### src/design/cxrc_defs.svh
// Constants for the context exchange and range check block
`ifndef CXRC_DEFS_SVH
`define CXRC_DEFS_SVH

// Parameter block shape
`define CX_BLK_LAST    4'hf
`define CX_IDX_P       4'h0
`define CX_IDX_IBASE   4'h1
`define CX_IDX_ILIM    4'h2
`define CX_IDX_DBASE   4'h3
`define CX_IDX_DLIM    4'h4
`define CX_IDX_FLAGS   4'h5
`define CX_IDX_MODE    4'h6
`define CX_IDX_MERR    4'h7
`define CX_IDX_AREG    4'h8
`define CX_IDX_SREG    4'hc

// Flag bits
`define CX_FLG_PRE     0
`define CX_FLG_ORE     1
`define CX_FLG_MEM     2

// Mode bits
`define CX_MOD_ICM     0
`define CX_MOD_IUM     1
`define CX_MOD_IOR     2

// Processor number field position
`define CX_PN_HI       31
`define CX_PN_LO       24

// Processor identifier, arbitrary value
`define CX_CPU_ID      8'h01

// Register port offsets
`define CX_REG_CTRL    3'h0
`define CX_REG_BLKADR  3'h1
`define CX_REG_STATUS  3'h2
`define CX_REG_CLEAR   3'h3
`define CX_REG_ENABLE  3'h4
`define CX_REG_PADDR   3'h5

// Status bits
`define CX_EV_DONE     0
`define CX_EV_PRE      1
`define CX_EV_ORE      2
`define CX_EV_MEM      3

`endif

### src/design/cxrc_pkg.sv
// Types for the context exchange and range check block
package cxrc_pkg;

    typedef logic [31:0] cxrc_word_t;
    typedef logic [23:0] cxrc_addr_t;

    typedef enum logic [2:0] {
        CX_IDLE  = 3'h0,
        CX_DRAIN = 3'h1,
        CX_RD    = 3'h2,
        CX_WAIT  = 3'h3,
        CX_WR    = 3'h4,
        CX_FETCH = 3'h5
    } cxrc_state_t;

endpackage

### src/design/cxrc_range.sv
// Relocation adder and limit compare
`timescale 1ns/1ps
`default_nettype none

module cxrc_range
    import cxrc_pkg::*;
(
    // Relocation inputs
    input  wire cxrc_addr_t base,
    input  wire cxrc_addr_t offset,
    input  wire cxrc_addr_t limit,
    // Result
    output cxrc_addr_t      abs_addr,
    output logic            over
);

    // Unsigned add and compare
    assign abs_addr = base + offset;
    assign over     = abs_addr > limit;

endmodule

`default_nettype wire

### src/design/cxrc_top.sv
// Context exchange sequencer with instruction and data range checks
//
// The address map and strobed register access are this design's own decisions.
`timescale 1ns/1ps
`default_nettype none
`include "cxrc_defs.svh"

module cxrc_top
    import cxrc_pkg::*;
(
    // Clock and reset
    input  wire logic       clk,
    input  wire logic       rst_n,
    // Exchange causes
    input  wire logic       deadstart,
    input  wire logic       prog_exit,
    input  wire logic       issue_busy,
    output logic            issue_hold,
    // Instruction fetch stage
    input  wire logic       fetch_req,
    input  wire cxrc_addr_t fetch_p,
    output logic            fetch_go_r,
    output cxrc_addr_t      fetch_addr_r,
    // Data reference stage
    input  wire logic       dref_req,
    input  wire logic       dref_we,
    input  wire cxrc_addr_t dref_addr,
    output logic            dref_go_r,
    output logic            dref_we_r,
    output cxrc_addr_t      dref_abs_r,
    // Address and scalar register write port
    input  wire logic       areg_we,
    input  wire logic [2:0] areg_sel,
    input  wire cxrc_word_t areg_wdata,
    // Memory error report
    input  wire logic       merr_valid,
    input  wire logic       merr_correctable,
    input  wire logic [7:0] merr_syndrome,
    input  wire logic [4:0] merr_bank,
    input  wire logic [1:0] merr_port,
    input  wire logic [1:0] merr_chip,
    input  wire logic [1:0] merr_mode,
    // Central memory
    output logic            mem_req_r,
    output logic            mem_we_r,
    output cxrc_addr_t      mem_addr_r,
    output cxrc_word_t      mem_wdata_r,
    input  wire cxrc_word_t mem_rdata,
    // Register port
    input  wire logic [2:0] reg_addr,
    input  wire cxrc_word_t reg_wdata,
    input  wire logic       reg_wr,
    input  wire logic       reg_rd,
    output cxrc_word_t      reg_rdata_r,
    // Interrupt
    output logic            irq
);

    cxrc_state_t st_r, st_nxt;
    logic [3:0]  idx_r, idx_nxt;
    cxrc_word_t  ctx_r [16];
    cxrc_word_t  ctx_nxt [16];
    logic        pend_r, pend_nxt;
    logic [7:0]  blk_r, blk_nxt;
    logic [3:0]  stat_r, stat_nxt;
    logic [3:0]  en_r, en_nxt;
    cxrc_word_t  rdata_nxt;
    logic        mreq_nxt, mwe_nxt, fgo_nxt, dgo_nxt, dwe_nxt;
    cxrc_addr_t  maddr_nxt, faddr_nxt, dabs_nxt;
    cxrc_word_t  mwdata_nxt;
    logic [3:0]  ev;
    logic        sw_xchg, cause, f_chk;
    logic [31:0] flags, mode;
    cxrc_addr_t  f_off, f_abs, d_abs;
    logic        f_over, d_over;

    // Block word address from its index
    function automatic cxrc_addr_t blk_word(input logic [7:0] b, input logic [3:0] i);
        blk_word = {12'h000, b, i};
    endfunction

    // Low 24 bits of a block word
    function automatic cxrc_addr_t lo24(input cxrc_word_t w);
        lo24 = w[23:0];
    endfunction

    assign flags = ctx_r[`CX_IDX_FLAGS];
    assign mode  = ctx_r[`CX_IDX_MODE];
    assign sw_xchg = reg_wr && reg_addr == `CX_REG_CTRL && reg_wdata[0];
    assign issue_hold = st_r != CX_IDLE;
    assign irq = |(stat_r & en_r);

    // Interrupt cause, operand range flag masked by its enable
    assign cause = flags[`CX_FLG_PRE] || flags[`CX_FLG_MEM]
                || (flags[`CX_FLG_ORE] && mode[`CX_MOD_IOR]);

    // Post exchange fetch uses loaded address
    assign f_chk = st_r == CX_FETCH || (fetch_req && st_r == CX_IDLE);
    assign f_off = st_r == CX_FETCH ? lo24(ctx_r[`CX_IDX_P]) : fetch_p;

    // Instruction relocation and check
    cxrc_range u_irange (
        .base     (lo24(ctx_r[`CX_IDX_IBASE])),
        .offset   (f_off),
        .limit    (lo24(ctx_r[`CX_IDX_ILIM])),
        .abs_addr (f_abs),
        .over     (f_over)
    );

    // Data relocation and check
    cxrc_range u_drange (
        .base     (lo24(ctx_r[`CX_IDX_DBASE])),
        .offset   (dref_addr),
        .limit    (lo24(ctx_r[`CX_IDX_DLIM])),
        .abs_addr (d_abs),
        .over     (d_over)
    );

    always_comb begin
        st_nxt     = st_r;
        idx_nxt    = idx_r;
        ctx_nxt    = ctx_r;
        pend_nxt   = pend_r;
        mreq_nxt   = 1'b0;
        mwe_nxt    = 1'b0;
        maddr_nxt  = mem_addr_r;
        mwdata_nxt = mem_wdata_r;
        fgo_nxt    = 1'b0;
        faddr_nxt  = fetch_addr_r;
        dgo_nxt    = 1'b0;
        dwe_nxt    = dref_we_r;
        dabs_nxt   = dref_abs_r;
        ev         = 4'h0;
        if (deadstart || prog_exit || sw_xchg) begin
            pend_nxt = 1'b1;
        end
        case (st_r)
            CX_IDLE: begin
                if (pend_r || cause) begin
                    st_nxt = CX_DRAIN;
                end
            end
            CX_DRAIN: begin
                if (!issue_busy) begin
                    st_nxt   = CX_RD;
                    idx_nxt  = 4'h0;
                    pend_nxt = deadstart || prog_exit || sw_xchg;
                end
            end
            CX_RD: begin
                mreq_nxt  = 1'b1;
                maddr_nxt = blk_word(blk_r, idx_r);
                st_nxt    = CX_WAIT;
            end
            CX_WAIT: begin
                st_nxt = CX_WR;
            end
            CX_WR: begin
                mreq_nxt   = 1'b1;
                mwe_nxt    = 1'b1;
                mwdata_nxt = ctx_r[idx_r];
                ctx_nxt[idx_r] = mem_rdata;
                if (idx_r == `CX_IDX_P) begin
                    mwdata_nxt[`CX_PN_HI:`CX_PN_LO] = `CX_CPU_ID;
                    ctx_nxt[idx_r][`CX_PN_HI:`CX_PN_LO] = 8'h00;
                end
                if (idx_r == `CX_BLK_LAST) begin
                    st_nxt = CX_FETCH;
                    ev[`CX_EV_DONE] = 1'b1;
                end else begin
                    st_nxt  = CX_RD;
                    idx_nxt = idx_r + 4'h1;
                end
            end
            CX_FETCH: begin
                st_nxt = CX_IDLE;
            end
            default: begin
                st_nxt = CX_IDLE;
            end
        endcase
        if (f_chk) begin
            if (f_over) begin
                ctx_nxt[`CX_IDX_FLAGS][`CX_FLG_PRE] = 1'b1;
                ev[`CX_EV_PRE] = 1'b1;
            end else begin
                fgo_nxt   = 1'b1;
                faddr_nxt = f_abs;
            end
        end
        if (dref_req && st_r == CX_IDLE) begin
            if (d_over) begin
                ctx_nxt[`CX_IDX_FLAGS][`CX_FLG_ORE] = 1'b1;
                ev[`CX_EV_ORE] = 1'b1;
            end else begin
                dgo_nxt  = 1'b1;
                dwe_nxt  = dref_we;
                dabs_nxt = d_abs;
            end
        end
        if (merr_valid && (merr_correctable ? mode[`CX_MOD_ICM] : mode[`CX_MOD_IUM])) begin
            ctx_nxt[`CX_IDX_MERR] = {12'h000, merr_mode, merr_chip, merr_port,
                                     merr_correctable, merr_bank, merr_syndrome};
            ctx_nxt[`CX_IDX_FLAGS][`CX_FLG_MEM] = 1'b1;
            ev[`CX_EV_MEM] = 1'b1;
        end
        // only A and S kept here
        if (areg_we && st_r == CX_IDLE) begin
            ctx_nxt[`CX_IDX_AREG + {1'b0, areg_sel}] = areg_wdata;
        end
    end

    always_ff @(posedge clk) begin
        if (!rst_n) begin
            st_r         <= CX_IDLE;
            idx_r        <= 4'h0;
            pend_r       <= 1'b0;
            mem_req_r    <= 1'b0;
            mem_we_r     <= 1'b0;
            mem_addr_r   <= 24'h000000;
            mem_wdata_r  <= 32'h00000000;
            fetch_go_r   <= 1'b0;
            fetch_addr_r <= 24'h000000;
            dref_go_r    <= 1'b0;
            dref_we_r    <= 1'b0;
            dref_abs_r   <= 24'h000000;
            for (int i = 0; i < 16; i++) begin
                ctx_r[i] <= 32'h00000000;
            end
        end else begin
            st_r         <= st_nxt;
            idx_r        <= idx_nxt;
            pend_r       <= pend_nxt;
            mem_req_r    <= mreq_nxt;
            mem_we_r     <= mwe_nxt;
            mem_addr_r   <= maddr_nxt;
            mem_wdata_r  <= mwdata_nxt;
            fetch_go_r   <= fgo_nxt;
            fetch_addr_r <= faddr_nxt;
            dref_go_r    <= dgo_nxt;
            dref_we_r    <= dwe_nxt;
            dref_abs_r   <= dabs_nxt;
            ctx_r        <= ctx_nxt;
        end
    end

    // Register port and sticky status
    always_comb begin
        blk_nxt   = blk_r;
        en_nxt    = en_r;
        stat_nxt  = stat_r;
        rdata_nxt = 32'h00000000;
        if (reg_wr && reg_addr == `CX_REG_BLKADR) begin
            blk_nxt = reg_wdata[7:0];
        end
        if (reg_wr && reg_addr == `CX_REG_ENABLE) begin
            en_nxt = reg_wdata[3:0];
        end
        if (reg_wr && reg_addr == `CX_REG_CLEAR) begin
            stat_nxt = stat_r & ~reg_wdata[3:0];
        end
        stat_nxt = stat_nxt | ev;
        if (reg_rd) begin
            case (reg_addr)
                `CX_REG_CTRL:   rdata_nxt = {28'h0000000, pend_r, st_r};
                `CX_REG_BLKADR: rdata_nxt = {24'h000000, blk_r};
                `CX_REG_STATUS: rdata_nxt = {28'h0000000, stat_r};
                `CX_REG_ENABLE: rdata_nxt = {28'h0000000, en_r};
                `CX_REG_PADDR:  rdata_nxt = {8'h00, lo24(ctx_r[`CX_IDX_P])};
                default:        rdata_nxt = 32'h00000000;
            endcase
        end
    end

    always_ff @(posedge clk) begin
        if (!rst_n) begin
            blk_r       <= 8'h00;
            en_r        <= 4'h0;
            stat_r      <= 4'h0;
            reg_rdata_r <= 32'h00000000;
        end else begin
            blk_r       <= blk_nxt;
            en_r        <= en_nxt;
            stat_r      <= stat_nxt;
            reg_rdata_r <= rdata_nxt;
        end
    end

    drain_quiet_a: assert property (
        @(posedge clk) disable iff (!rst_n)
        (st_r == CX_DRAIN && issue_busy) |=> !mem_req_r && st_r == CX_DRAIN)
        else $error("exchange memory traffic before drain");

    // write follows read of same word
    read_first_a: assert property (
        @(posedge clk) disable iff (!rst_n)
        (mem_req_r && mem_we_r) |-> $past(mem_req_r, 2) && !$past(mem_we_r, 2)
            && $past(mem_addr_r, 2) == mem_addr_r)
        else $error("block word written without prior read");

    // fetch two cycles after last swap
    fetch_after_a: assert property (
        @(posedge clk) disable iff (!rst_n)
        (st_r == CX_WR && idx_r == `CX_BLK_LAST) |=> st_r == CX_FETCH
            ##1 (fetch_go_r || flags[`CX_FLG_PRE]))
        else $error("no fetch after exchange");

    cpu_id_a: assert property (
        @(posedge clk) disable iff (!rst_n)
        (mem_req_r && mem_we_r && mem_addr_r[3:0] == `CX_IDX_P)
            |-> mem_wdata_r[`CX_PN_HI:`CX_PN_LO] == `CX_CPU_ID)
        else $error("processor id missing from saved block");

    fetch_range_a: assert property (
        @(posedge clk) disable iff (!rst_n)
        (f_chk && f_over) |=> !fetch_go_r && flags[`CX_FLG_PRE] && stat_r[`CX_EV_PRE])
        else $error("fetch range error not flagged");

    dref_abort_a: assert property (
        @(posedge clk) disable iff (!rst_n)
        (dref_req && st_r == CX_IDLE && d_over) |=> !dref_go_r && flags[`CX_FLG_ORE])
        else $error("out of range data reference not aborted");

    dref_addr_a: assert property (
        @(posedge clk) disable iff (!rst_n)
        (dref_req && st_r == CX_IDLE && !d_over) |=> dref_go_r
            && dref_abs_r == $past(dref_addr) + $past(lo24(ctx_r[`CX_IDX_DBASE])))
        else $error("data address not relocated");

    // block traffic stays in aligned block
    blk_align_a: assert property (
        @(posedge clk) disable iff (!rst_n)
        mem_req_r |-> mem_addr_r[23:12] == 12'h000 && mem_addr_r[11:4] == $past(blk_r, 2))
        else $error("block access outside aligned block");

endmodule

`default_nettype wire

### config.mk
export PLATFORM = sky130hd
export DESIGN_NAME = cxrc_top
export DESIGN_NICKNAME = d
export VERILOG_FILES = /design/src/design/cxrc_pkg.sv /design/src/design/cxrc_range.sv /design/src/design/cxrc_top.sv
export VERILOG_INCLUDE_DIRS = /design/src /design/src/design
export SDC_FILE = /design/constraint.sdc
export NUM_CORES = 2
export LEC_CHECK = 0
export BUFFER_PORTS_ARGS = -buffer_cell sky130_fd_sc_hd__buf_2
export CAP_MARGIN = 20
export CORE_MARGIN = 5
export CORE_UTILIZATION = 50
export CTS_CLUSTER_SIZE = 16
export DETAILED_ROUTE_END_ITERATION = 7
export PLACE_DENSITY_LB_ADDON = 0.05
export SLEW_MARGIN = 10
export SYNTH_ARGS = -nofsm -noshare
export SYNTH_HDL_FRONTEND = slang
export SYNTH_SLANG_ARGS = --single-unit
### constraint.sdc
create_clock -name clk -period 5.8 [get_ports clk]
set_input_delay 0.58 -clock clk [delete_from_list [all_inputs] [get_ports clk]]
set_output_delay 0.58 -clock clk [all_outputs]
set_load 0.01 [all_outputs]
==> summary.md <==
| Metric | Value |
|---|---|
| HPWL after DPL | approximately 75,000 um |
| Final period util | a little over nine tenths |
| CP Max Fanout | 30 |
| DR vias | 29,200 |
| Int Power | 7.73 mW |
| Residual DRC | 0 |
| Static Leak | approximately 14 nW |
| Postcts setup bufs | 0 |
| Pin count of the biggest net entering global routing | between 200 and 250 |
| Netlist cell types | 69 |
| Area grow syn2layout | 12.3% |
| Worst path required time | 6.25 ns |
| Run status | finished clean |
| Post-route setup TNS | 0 ns |
| Clock Skews | 0.0169 ns |
| Post-synth EDFFs | 0 |
| Detail Route met3 WL | between 9000 and 10,000 um |
| Worst reg2reg endpoint | fetch_addr_r[8] |
| ANT nets after route | 0 |
| Gr ovfl total | 0 |
| Max-slew violations | 0 |
| Fin. Hold Viols | 0 |
| Peak supply drop | 0.219 mV |
| Min Tclk post-route | 5.49 ns |
| Reg2Reg Setup Slack | 0.31 ns |
| Placed Instances | around 4,700 |
| # clock sinks | 657 |
| Input/output buffers | 280 |
| Number of buffers created by CTS | between 70 and 80 |
| Pwr dens | about 270 nW/um^2 |
| P_sw | roughly 2.4 mW |
| DRT Pass-1 Iters | 5 |
| Die Area | approximately 70,000 um^2 |
| Hold slack | between 0.2 and 0.25 ns |
| Yosys top cell area share | between 30 and 40% |
| CP Capture Type | register |
| Reg clk slew, reported paths | 0.06 ns |
| Clock power frac | approximately 47% |
| Async SR Flop Fraction | 0% |
| Met1 wire length | slightly below 50,000 um |
| Final cell count without fillers | between 4,000 and 5,000 |
| FF-to-FF Start | st_r[1] |
| CTS max path bufs | 3 |
| Worst stage delay on the critical path | 0.59 ns |
| Logic pwr share | 7.0% |
| Synth warnings | 0 |
| Sequential power share | between 40% and 50% |
| CP Launch Type | register |
| Crit Path Class | register to register |
| RSZ-0062 raised after global routing | no |
| Hold-fix buffers at CTS | 0 |
| Drt total wl | 112,000 um |
| Nets | about 4,200 |
| GRT Total Usage | between 20% and 30% |
| Worst skew pair latency | approximately 0.61 ns |
| Mapped Cells | ~3,800 |
| Max layer used | met5 |
| Violation count after the first detailed-route iteration | about 2,700 |
| Switching part of the total | 24.0% |
| TritonCTS clock tree | done |
| Core Util, Final | between 50% and 60% |
| Top cell type by total area after synthesis | dfxtp_1 |
| Initial antenna violation count | 15 |
| First-pass GRT wire length | between 150,000 and 200,000 um |
| Core Area | 65,700 um^2 |
| Hold crit path type | input port to register |
| Post_cts resized | 0 |
| Fill cell count | around 6,000 |
| Hold Path Stages | 3 |
| WL met2 | slightly above 50,000 um |
| CP max-delay cell | nor4b_1 |
| Cell Chain, Critical Path | nand3b_1 > buf_12 > mux2_2 > ha_1 > and3_1 > and3_1 > nor4b_1 > o311a_1 > o221a_2 > a21o_1 > a21oi_2 > xnor2_1 > ha_1 > nand4_1 > or3_1 > nor4_1 > o21a_1 > buf_12 > mux2i_1 > nor2_1 |
| Wirelength per Cell | about 23 um |
| Share of cells above drive strength 1 | between 15 and 20% |
| Max-slew headroom | ~30% |
| Top FF cell, synth | dfxtp_1 |
| Fmax | 182 MHz |
| Htree depth | 3 |
| Gpl congestion | roughly 0.92 |
| Slew @ Worst Pin | 1.04 ns |
| Cell Area, Synth | between 30,000 and 40,000 um^2 |
| Top Ports | ~330 |
| Root buffer cell | clkbuf_16 |
| Die W | roughly 270 um |
| Synth area leaders | dfxtp_1 (40%), mux4_2 (11%), nand2_1 (7.8%), nor2_1 (6.4%), a21oi_1 (6.1%) |
| Seq/Total Area, Yosys | 39.7% |
| Starting Density | between 50% and 60% |
| Hold EP | dref_we_r |
| Final setup viols | 0 |
| Crit path arrival time | ~5.9 ns |
| Placement Rows | 94 |
| #FFs+latches synth | approximately 660 |
| Worst hold start | dref_we |
| Die Ht | ~270 um |
| R2r worst-path depth | 20 |
| Vias in the first global route | approximately 28,000 |
| Max_cap viols | 0 |
| Synthesized area per cell | between 8 and 9 um^2 |
| Vias per cell | ~6.1 |
==> critical path: cells and delay by family, from the launching register on <==
family                   cells  cell delay, ns
flip-flops                   1            0.32
XOR/XNOR                     1            0.15
adder cells (fa/ha/maj)      2            0.75
AND/OR/NAND/NOR              8            2.17
buffers and inverters        2            0.42
AO/OA/AOI/OAI                5            0.90
multiplexers                 2            0.61
==> power groups by stage <==
stage                     sequential (mW)  combinational, mW  clock, mW
after floorplan                      4.74              0.447          0
after global placement               4.75              0.678          0
after detailed placement             4.75              0.697          0
after CTS                            4.65              0.701       4.87
after global routing                 4.66              0.766       5.08
final                                4.66              0.709       4.81
==> through the flow <==
| step | instance area, um^2 | setup slack [ns] | power [mW] |
|---|---|---|---|
| after floorplan | 33200 | 0.498 | 5.19 |
| after global placement | 34700 | 0.227 | 5.43 |
| after detailed placement | 34700 | 0.244 | 5.45 |
| after CTS | 37200 | 0.420 | 10.2 |
| after global routing | 37200 | 0.0946 | 10.5 |
| final | 37300 | 0.311 | 10.2 |
==> logic make-up (layout without fill, tap and decap cells) <==
group                      Yosys count  in the layout  synth area share [%]
AOI/OAI and AO/OA                  829            829                  16.1
xor gates and xnor gates            43             43                  1.14
adders and majority gates          100            100                  3.82
buffers and inverters              451            535                  5.56
DFF                                657            657                  39.7
muxes                              359            359                  16.8
other                                1             24                0.0113
and+or+nand+nor                   1403           1403                  16.9
==> layer usage <==
layer / global-route usage [%] / up-vias
met3: 5.89 / 192
met5: 0 / -
met4: 7.49 / 16
li1: - / 13500
met2: 46.8 / 1207
met1: 43.1 / 14300
==> synthesized netlist by cell type (all sizes together), types with 7 or more instances <==
library cell and n:
nor2b 15, dfxtp 657, buf 71, nand2 690
xor2 14, a311oi 96, a221oi 9, nand4 21
o21ai 27, a31oi 7, nor3 9, mux2 24
a21oi 403, mux2i 179, nor2 568, o21a 9
a211oi 196, inv 70, a21o 39, and2 20
clkbuf 309, nand3 30, xnor2 29, nand2b 8
ha 98, mux4 156, and3 19
==> cell type report <==
class / instances / area, um^2 / area share, %
inverter: 71 / 274 / 0.736
tap: 864 / 1080 / 2.90
clock inverter: 26 / 294 / 0.789
antenna: 4 / 10.0 / 0.0269
multi-input combinational: 2754 / 18400 / 49.3
timing repair buffer: 331 / 1880 / 5.06
sequential: 657 / 13200 / 35.3
clock buffer: 107 / 2180 / 5.85
==> worst max path at each step <==
stage                       from               end  depth (start not counted)
finish                   st_r[1]   fetch_addr_r[8]                         20
detailed placement  dref_addr[0]     dref_abs_r[7]                         22
floorplan                st_r[1]  fetch_addr_r[15]                         21
CTS                      st_r[1]   fetch_addr_r[8]                         20
global placement    dref_addr[0]    dref_abs_r[12]                         22
global route             st_r[1]   fetch_addr_r[8]                         20
==> layout by cell type, fill, tap and decap left out, drive strengths merged, types with 6 or more instances in the layout <==
cell / synthesis / layout
a221oi: 9 / 9
inv: 70 / 74
o21a: 9 / 9
buf: 71 / 330
nor2: 568 / 568
dfxtp: 657 / 657
mux2: 24 / 24
nand2b: 8 / 8
a211oi: 196 / 196
xnor2: 29 / 29
a21o: 39 / 39
a31oi: 7 / 7
clkbuf: 309 / 108
nand2: 690 / 690
nor3: 9 / 9
nor2b: 15 / 15
a21oi: 403 / 403
o21ai: 27 / 27
ha: 98 / 98
xor2: 14 / 14
and2: 20 / 20
bufinv: 0 / 6
mux2i: 179 / 179
nand4: 21 / 21
a311oi: 96 / 96
clkinv: 1 / 16
conb: 1 / 20
nand3: 30 / 30
mux4: 156 / 156
and3: 19 / 19
Note: power is estimated with default switching activity, not from simulation.
